==> src/verilog/cfu_pkg.sv <==
// Function
// - The five flags error, carry, greater, equal and less live in bits 3 to 7 of special word 255.
// - An instruction that tracks the error flag sets it on bad operand data and clears it otherwise.
// - Arithmetic and shift instructions that affect carry load it from their carry or shifted-out bit.
// - A comparison sets greater, less or equal according to how the value stands against the reference.
// - Arithmetic instructions that affect the equal flag set it on a zero result and clear it otherwise.
// - Every flag an instruction affects is written on and off from its result, but bad operand data or a set error flag leaves all but error alone.
// - With the error flag set, ladder, timer and counter instructions run but other error-tracking ones are skipped.
// - With the error flag set, carry, greater, equal and less change only on the end-of-program instruction.
// - Coded instructions outside the flag table, other than codes 01, 40 and 41, leave all five flags alone.
// - The differentiated form of an instruction treats the flags exactly like its plain form.
// - The end-of-program instruction, code 01, clears all five flags.
// - The set-carry instruction, code 40, forces carry on and touches no other flag.
// - The clear-carry instruction, code 41, forces carry off and touches no other flag.
// - The compare instruction, code 20, updates error, greater, equal and less but not carry.
// - The add instruction, code 30, updates error, carry and equal but not greater or less.
package cfu_pkg;

   // function codes are two bcd digits, as written in the program
   localparam logic [7:0] FC_END       = 8'h01;
   localparam logic [7:0] FC_COMPARE   = 8'h20;
   localparam logic [7:0] FC_ADD       = 8'h30;
   localparam logic [7:0] FC_SET_CARRY = 8'h40;
   localparam logic [7:0] FC_CLR_CARRY = 8'h41;

   // flag positions within special word 255
   localparam int FLAG_ERR_BIT = 3;
   localparam int FLAG_CY_BIT  = 4;
   localparam int FLAG_GR_BIT  = 5;
   localparam int FLAG_EQ_BIT  = 6;
   localparam int FLAG_LE_BIT  = 7;

   // register byte offsets
   localparam logic [7:0] ADDR_FLAGS    = 8'h00;
   localparam logic [7:0] ADDR_IRQ_STAT = 8'h04;
   localparam logic [7:0] ADDR_IRQ_MASK = 8'h08;
   localparam logic [7:0] ADDR_SKIP_CNT = 8'h0C;
   localparam logic [7:0] ADDR_LAST_FC  = 8'h10;

   // interrupt event bits
   localparam int IRQ_ERR_RISE = 0;
   localparam int IRQ_SKIP     = 1;
   localparam int IRQ_END      = 2;
   localparam int IRQ_W        = 3;

   localparam logic [IRQ_W-1:0] IRQ_MASK_RST = 3'h0;
   localparam logic [15:0]      SKIP_CNT_RST = 16'h0000;
   localparam logic [7:0]       LAST_FC_RST  = 8'h00;

   typedef struct packed {
      logic le;
      logic eq;
      logic gr;
      logic cy;
      logic er;
   } cfu_flags_t;

   localparam cfu_flags_t FLAGS_RST = 5'h00;

   typedef struct packed {
      logic       valid;
      logic [7:0] funcCode;
      logic       ladder;
      logic       timer;
      logic       counter;
      logic       differentiated;
   } cfu_instr_t;

   typedef struct packed {
      logic operandErr;
      logic carryOut;
      logic resultZero;
      logic cmpGreater;
      logic cmpEqual;
      logic cmpLess;
   } cfu_result_t;

endpackage

==> src/verilog/cfu_flag_update.sv <==
`timescale 1ns/1ps
module cfu_flag_update (
   input  wire logic                clk,
   input  wire logic                sys_rst,
   input  wire logic                hsel,
   input  wire logic [31:0]         haddr,
   input  wire logic [1:0]          htrans,
   input  wire logic                hwrite,
   input  wire logic [2:0]          hsize,
   input  wire logic [31:0]         hwdata,
   input  wire logic                hready,
   output logic                     hreadyout,
   output logic [31:0]              hrdata,
   output logic                     hresp,
   input  wire cfu_pkg::cfu_instr_t  instr,
   input  wire cfu_pkg::cfu_result_t result,
   output logic                     execEnable,
   output logic [7:0]               flagWord,
   output logic                     irq
);
   import cfu_pkg::*;

   cfu_flags_t       flags_r;
   cfu_flags_t       flags_nxt;
   cfu_flags_t       affect;
   logic             exempt;
   logic             isEnd;
   logic             isSetCy;
   logic             isClrCy;
   logic             skip;
   logic             okToUpdate;
   logic [IRQ_W-1:0] irqStat_r;
   logic [IRQ_W-1:0] irqMask_r;
   logic [IRQ_W-1:0] events;
   logic [15:0]      skipCnt_r;
   logic [7:0]       lastFc_r;
   logic             wrPend_r;
   logic [7:0]       wrAddr_r;
   logic             addrPhase;
   logic [IRQ_W-1:0] w1c;

   // which flags a coded instruction may write
   function automatic cfu_flags_t decode(input logic [7:0] fc);
      cfu_flags_t m;
      m = 5'h00;
      case (fc)
         8'h12, 8'h15, 8'h16,
         8'h60, 8'h61, 8'h62, 8'h63, 8'h64,
         8'h69, 8'h70, 8'h71, 8'h73, 8'h74, 8'h75, 8'h76, 8'h77,
         8'h82, 8'h83, 8'h86, 8'h91,
         8'h46, 8'h47: begin
            m.er = 1'b1;
         end
         FC_COMPARE: begin
            m.er = 1'b1;
            m.gr = 1'b1;
            m.eq = 1'b1;
            m.le = 1'b1;
         end
         8'h21, 8'h22, 8'h23, 8'h24,
         8'h32, 8'h33, 8'h34, 8'h35, 8'h36, 8'h37, 8'h38, 8'h39,
         8'h52, 8'h53,
         8'h65, 8'h66, 8'h67, 8'h68: begin
            m.er = 1'b1;
            m.eq = 1'b1;
         end
         8'h25, 8'h26, 8'h27, 8'h28,
         FC_ADD, 8'h31, 8'h50, 8'h51: begin
            m.er = 1'b1;
            m.cy = 1'b1;
            m.eq = 1'b1;
         end
         8'h29: begin
            m.er = 1'b1;
            m.eq = 1'b1;
            m.le = 1'b1;
         end
         8'h84: begin
            m.er = 1'b1;
            m.cy = 1'b1;
         end
         default: begin
            m = 5'h00;
         end
      endcase
      return m;
   endfunction

   // differentiated bit takes no part in flag handling
   always_comb begin
      exempt  = instr.ladder | instr.timer | instr.counter;
      isEnd   = ~exempt & (instr.funcCode == FC_END);
      isSetCy = ~exempt & (instr.funcCode == FC_SET_CARRY);
      isClrCy = ~exempt & (instr.funcCode == FC_CLR_CARRY);
      if (instr.ladder) begin
         affect = 5'h00;
      end else if (instr.timer | instr.counter) begin
         affect    = 5'h00;
         affect.er = 1'b1;
      end else begin
         affect = decode(instr.funcCode);
      end
   end

   // pending error blocks error-tracking instructions, except ladder/timer/counter
   assign skip       = instr.valid & flags_r.er & affect.er & ~exempt;
   assign execEnable = instr.valid & ~skip;
   // apart from the end-of-program clear, no flag besides error moves while error is set or just raised
   assign okToUpdate = ~flags_r.er & ~(affect.er & result.operandErr);

   always_comb begin
      flags_nxt = flags_r;
      if (instr.valid) begin
         if (isEnd) begin
            flags_nxt = FLAGS_RST;
         end else if (!skip) begin
            if (affect.er) begin
               flags_nxt.er = result.operandErr;
            end
            if (okToUpdate) begin
               if (isSetCy) begin
                  flags_nxt.cy = 1'b1;
               end
               if (isClrCy) begin
                  flags_nxt.cy = 1'b0;
               end
               if (affect.cy) begin
                  flags_nxt.cy = result.carryOut;
               end
               if (affect.gr) begin
                  flags_nxt.gr = result.cmpGreater;
               end
               if (affect.le) begin
                  flags_nxt.le = result.cmpLess;
               end
               if (affect.eq) begin
                  if (instr.funcCode == FC_COMPARE) begin
                     flags_nxt.eq = result.cmpEqual;
                  end else begin
                     flags_nxt.eq = result.resultZero;
                  end
               end
            end
         end
      end
   end

   always_ff @(posedge clk or posedge sys_rst) begin
      if (sys_rst) begin
         flags_r <= FLAGS_RST;
      end else begin
         flags_r <= flags_nxt;
      end
   end

   always_comb begin
      flagWord               = 8'h00;
      flagWord[FLAG_ERR_BIT] = flags_r.er;
      flagWord[FLAG_CY_BIT]  = flags_r.cy;
      flagWord[FLAG_GR_BIT]  = flags_r.gr;
      flagWord[FLAG_EQ_BIT]  = flags_r.eq;
      flagWord[FLAG_LE_BIT]  = flags_r.le;
   end

   always_ff @(posedge clk or posedge sys_rst) begin
      if (sys_rst) begin
         skipCnt_r <= SKIP_CNT_RST;
         lastFc_r  <= LAST_FC_RST;
      end else begin
         if (skip) begin
            // wraps; software takes differences
            skipCnt_r <= skipCnt_r + 16'h0001;
         end
         if (execEnable & ~exempt) begin
            lastFc_r <= instr.funcCode;
         end
      end
   end

   // bus: zero wait states, always okay
   assign hreadyout = 1'b1;
   assign hresp     = 1'b0;
   assign addrPhase = hsel & htrans[1] & hready;

   always_ff @(posedge clk or posedge sys_rst) begin
      if (sys_rst) begin
         wrPend_r <= 1'b0;
         wrAddr_r <= 8'h00;
      end else begin
         wrPend_r <= addrPhase & hwrite;
         wrAddr_r <= haddr[7:0];
      end
   end

   // read data latched at address phase so it stands through the data phase
   always_ff @(posedge clk or posedge sys_rst) begin
      if (sys_rst) begin
         hrdata <= 32'h0000_0000;
      end else if (addrPhase & ~hwrite) begin
         case (haddr[7:0])
            ADDR_FLAGS:    hrdata <= {24'h00_0000, flagWord};
            ADDR_IRQ_STAT: hrdata <= {29'h0000_0000, irqStat_r};
            ADDR_IRQ_MASK: hrdata <= {29'h0000_0000, irqMask_r};
            ADDR_SKIP_CNT: hrdata <= {16'h0000, skipCnt_r};
            ADDR_LAST_FC:  hrdata <= {24'h00_0000, lastFc_r};
            default:       hrdata <= 32'h0000_0000;
         endcase
      end
   end

   always_ff @(posedge clk or posedge sys_rst) begin
      if (sys_rst) begin
         irqMask_r <= IRQ_MASK_RST;
      end else if (wrPend_r && wrAddr_r == ADDR_IRQ_MASK) begin
         irqMask_r <= hwdata[IRQ_W-1:0];
      end
   end

   always_comb begin
      events               = '0;
      events[IRQ_ERR_RISE] = ~flags_r.er & flags_nxt.er;
      events[IRQ_SKIP]     = skip;
      events[IRQ_END]      = instr.valid & isEnd;
   end

   assign w1c = (wrPend_r && wrAddr_r == ADDR_IRQ_STAT) ? hwdata[IRQ_W-1:0] : '0;

   // a new event in the clearing cycle survives the clear
   always_ff @(posedge clk or posedge sys_rst) begin
      if (sys_rst) begin
         irqStat_r <= '0;
      end else begin
         irqStat_r <= (irqStat_r & ~w1c) | events;
      end
   end

   assign irq = |(irqStat_r & irqMask_r);

endmodule // cfu_flag_update

==> config.mk <==
export PLATFORM = sky130hd
export DESIGN_NAME = cfu_flag_update
export DESIGN_NICKNAME = d
export VERILOG_FILES = /design/src/verilog/cfu_pkg.sv /design/src/verilog/cfu_flag_update.sv
export SDC_FILE = /design/constraint.sdc
export NUM_CORES = 1
export LEC_CHECK = 0
export ABC_AREA = 0
export BUFFER_PORTS_ARGS = -buffer_cell sky130_fd_sc_hd__buf_2
export CAP_MARGIN = 20
export CORE_MARGIN = 5
export CORE_UTILIZATION = 53
export DETAILED_ROUTE_END_ITERATION = 8
export MAX_ROUTING_LAYER = met4
export PLACE_DENSITY = 0.88
export SKIP_LAST_GASP = 1
export SYNTH_ARGS = -nofsm -noshare
export SYNTH_HDL_FRONTEND = slang
export SYNTH_SLANG_ARGS = --single-unit
==> constraint.sdc <==
create_clock -name clk -period 10.09 [get_ports clk]
set_clock_uncertainty 0.2 [all_clocks]
set_input_delay 2.018 -clock clk [delete_from_list [all_inputs] [get_ports clk]]
set_output_delay 2.018 -clock clk [all_outputs]
set_load 0.01 [all_outputs]
==> metrics.md <==
| Metric | Value |
|---|---|
| Vias | 2803 |
| Syn Inst Count | 357 |
| Worst-path cell chain | buf_2, or4b_1, or3_1, a21o_1, a41oi_2, o311a_1, nor2b_1, buf_2 |
| Cell Pwr Density | 149 nW/µm² |
| Die X | 90.8 µm |
| Vias per Instance | 5.79 |
| Relative slew slack | 0.396 |
| DRC viols | 0 |
| Row count | 29 |
| Worst EP required | 7.87 ns |
| Synth top area share | 0.434 |
| Leakage | 1.76 nW |
| Number of antenna diodes | 0 |
| Post-DR wirelength/cell | 15.9 µm |
| FF+latch count, synth | 60 |
| Post-CTS Hold Fix Bufs | 0 |
| Synth Flop Type | dfrtp_1 |
| Worst path max stage delay | 0.75 ns |
| First-pass GRT wire length | 13300 µm |
| Synth cell types | 66 |
| CP Launch Type | primary input |
| Ys async rst share | 1.00 |
| Total gr overflow | 0 |
| TritonRoute pass-1 iters | 7 |
| Clock slew at reported path FFs | 0.06 ns |
| R2r setup slk | 8.06 ns |
| Synth area leaders | dfrtp_1 43%, nand2_1 4.9%, buf_4 4.6% |
| Initial antenna violation count | 0 |
| Sequential share of the synthesized area | 0.434 |
| Slew @ Worst Pin | 0.901 ns |
| Switch share | 0.264 |
| Later-pin clock latency in the skew report | 0.34 ns |
| Post-CTS setup buffer count | 0 |
| Die Y | 90.8 µm |
| Post-DP HPWL | 5470 µm |
| Clock tree buffer depth | 2 |
| Starting Density | 0.545 |
| Max cap viols | 0 |
| F_max | 146 MHz |
| Gr usage total | 0.201 |
| Area grow syn2layout | 11.4% |
| Setup Viol. Count Final | 0 |
| DRT Wirelength | 7680 µm |
| Cts repair resizes | 0 |
| Area of the die | 8240 µm² |
| Cell mode on critical path | buf_2 |
| Non-Filler Instances | 484 |
| Worst setup EP type | output port |
| Avg Cell Area, Syn | 9.69 µm² |
| Period Utilization, post-route | 0.678 |
| Synth area leader | dfrtp_1 |
| Final antenna-violating net count | 0 |
| Layout cells sized above 1 | 0.236 |
| Core Area | 6350 µm² |
| Ports | 137 |
| NetSw | 0.000152 W |
| Mapped cell area | 3460 µm² |
| RSZ-0062 raised after global routing | false |
| Max FO, Critical Path | 20 |
| Root buf cell | clkbuf_8 |
| Worst VDD drop | 108 µV |
| Port Buffers | 57 |
| Fillcell total | 513 |
| Max Slew Vio Count | 0 |
| Logic pwr share | 0.134 |
| HP Class | register to register |
| Most common cell in the synthesized netlist | dfrtp_1 |
| Yosys warning count | 0 |
| TritonCTS Sinks | 60 |
| Clock period minus worst slack | 6.84 ns |
| P_int | 0.000423 W |
| Overall Power | 0.000575 W |
| Sequential Power Share | 0.491 |
| Multi-input logic area | 1730 µm² |
| Gp weighted congestion | 0.902 |
| CP top delay family | compound AO/OA/AOI/OAI gates |
| Total CTS buffers | 9 |
| Largest net degree at the start of global routing | 61 |
| WP data arrival | 4.63 ns |
| Run status | finished, final reports clean |
| Initial DRC Count | 272 |
| Setup_tns | 0 ns |
| Fin util | 0.607 |
| FF+latch area | 1500 µm² |
| Clk pwr share | 0.375 |
| TritonCTS clock tree | built |
| Placed insts | 468 |
| H-tree depth | 3 |
| Final hold vios | 0 |
| Slowest CP cell | o311a_1 |
| Post-synth EDFFs | 0 |
| Vias in the first global route | 2790 |
| Critical path buffers and inverters | 2 |
| Top post-synthesis cells by count | 60 x dfrtp_1, 45 x nand2_1, 22 x o21ai_0, 21 x buf_4, 15 x xnor2_1 |
| Final net count | 496 |
| Setup Crit Path Kind | primary input to output port |
[layout by cell type (no fill, tap or decap), types with 3 or more instances in the layout]
cell	netlist	layout
and2_1	6	6
nand4b_1	4	4
nand4_1	11	11
a222oi_1	6	6
o211ai_1	5	5
inv_1	8	7
and3_1	8	8
dfrtp_1	60	60
conb_1	2	21
buf_2	11	57
xnor2_1	15	15
mux2i_1	4	4
a21boi_0	3	3
nand3b_1	3	3
nor2b_1	8	8
or3_1	3	3
nand3_1	7	7
a21oi_1	4	4
nor3b_1	4	4
nand2_1	45	45
nor3_1	5	5
nor2_1	14	14
mux2_2	13	13
o21ai_0	22	22
clkbuf_8	0	11
o2111ai_1	3	3
nor4b_1	3	3
[power groups by stage]
| stage | registers (W) | clock network (W) | logic [W] |
|---|---|---|---|
| final | 0.000282 | 0.000215 | 0.0000768 |
| after global routing | 0.000285 | 0.000234 | 0.0000869 |
| after CTS | 0.000282 | 0.000219 | 0.0000769 |
| after detailed placement | 0.000286 | 0 | 0.0000759 |
| after global placement | 0.000285 | 0 | 0.0000727 |
| after floorplan | 0.000279 | 0 | 0.0000629 |
[sequential cells by signal, summed over array words and instances, names as in the netlist]
register	cells
irqStat_r	3
flagWord	5
skipCnt_r	16
wrAddr_r	8
wrPend_r	1
hrdata	16
lastFc_r	8
irqMask_r	3
[path summary, 6_finish.rpt]
kind	end	depth (start not counted)	startpoint
setup reg to reg	skipCnt_r[14]$_DFFE_PP0P_	3	flagWord[3]$_DFF_PP0_
hold / removal	hrdata[15]$_DFFE_PP0P_	2	hrdata[15]$_DFFE_PP0P_
min in group asynchronous	hrdata[15]$_DFFE_PP0P_	3	sys_rst
max in group asynchronous	irqMask_r[0]$_DFFE_PP0P_	3	sys_rst
setup / recovery	execEnable	8	instr[8]
hold reg to reg	hrdata[15]$_DFFE_PP0P_	2	hrdata[15]$_DFFE_PP0P_
[worst register-to-register path: stages, from the launching register on]
cell and delay, ns:
dfrtp_1 0.51, o311a_1 0.77, nand4_1 0.26, xnor2_1 0.19
[layer usage]
metal / part of all wire / track usage
met1: 0.42 / 0.256
met2: 0.50 / 0.309
met3: 0.070 / 0.0450
met4: 0.011 / 0.0856
met5: 0 / -
[layout make-up]
cell class | count | share of cell area
Multi-Input combinational cell | 265 | 0.449
Clock inverter | 4 | 0.0123
Timing Repair Buffer | 58 | 0.0760
Sequential cell | 60 | 0.390
Inverter | 8 | 0.00779
Clock buffer | 12 | 0.0403
Tap cell | 77 | 0.0250
[stage by stage]
| step | area [µm²] | setup WS [ns] | hold WS (ns) |
|---|---|---|---|
| 6_report | 3850 | 3.25 | 0.274 |
| 4_1_cts | 3850 | 3.26 | 0.280 |
| 2_1_floorplan | 3530 | 3.96 | 0.258 |
| 3_3_place_gp | 3650 | 3.32 | 0.257 |
| 3_5_place_dp | 3650 | 3.27 | 0.265 |
| 5_1_grt | 3850 | 3.04 | 0.301 |
[cell families after synthesis]
kind of cell	after synthesis	share of synthesized area
xor gates and xnor gates	18	0.0477
and+or+nand+nor	142	0.233
adders and majority gates	1	0.00362
buffers and inverters	51	0.0864
AOI/OAI and AO/OA	66	0.140
DFF	60	0.434
other	2	0.00217
muxes	17	0.0539
Power figures use the tool's default switching activity.
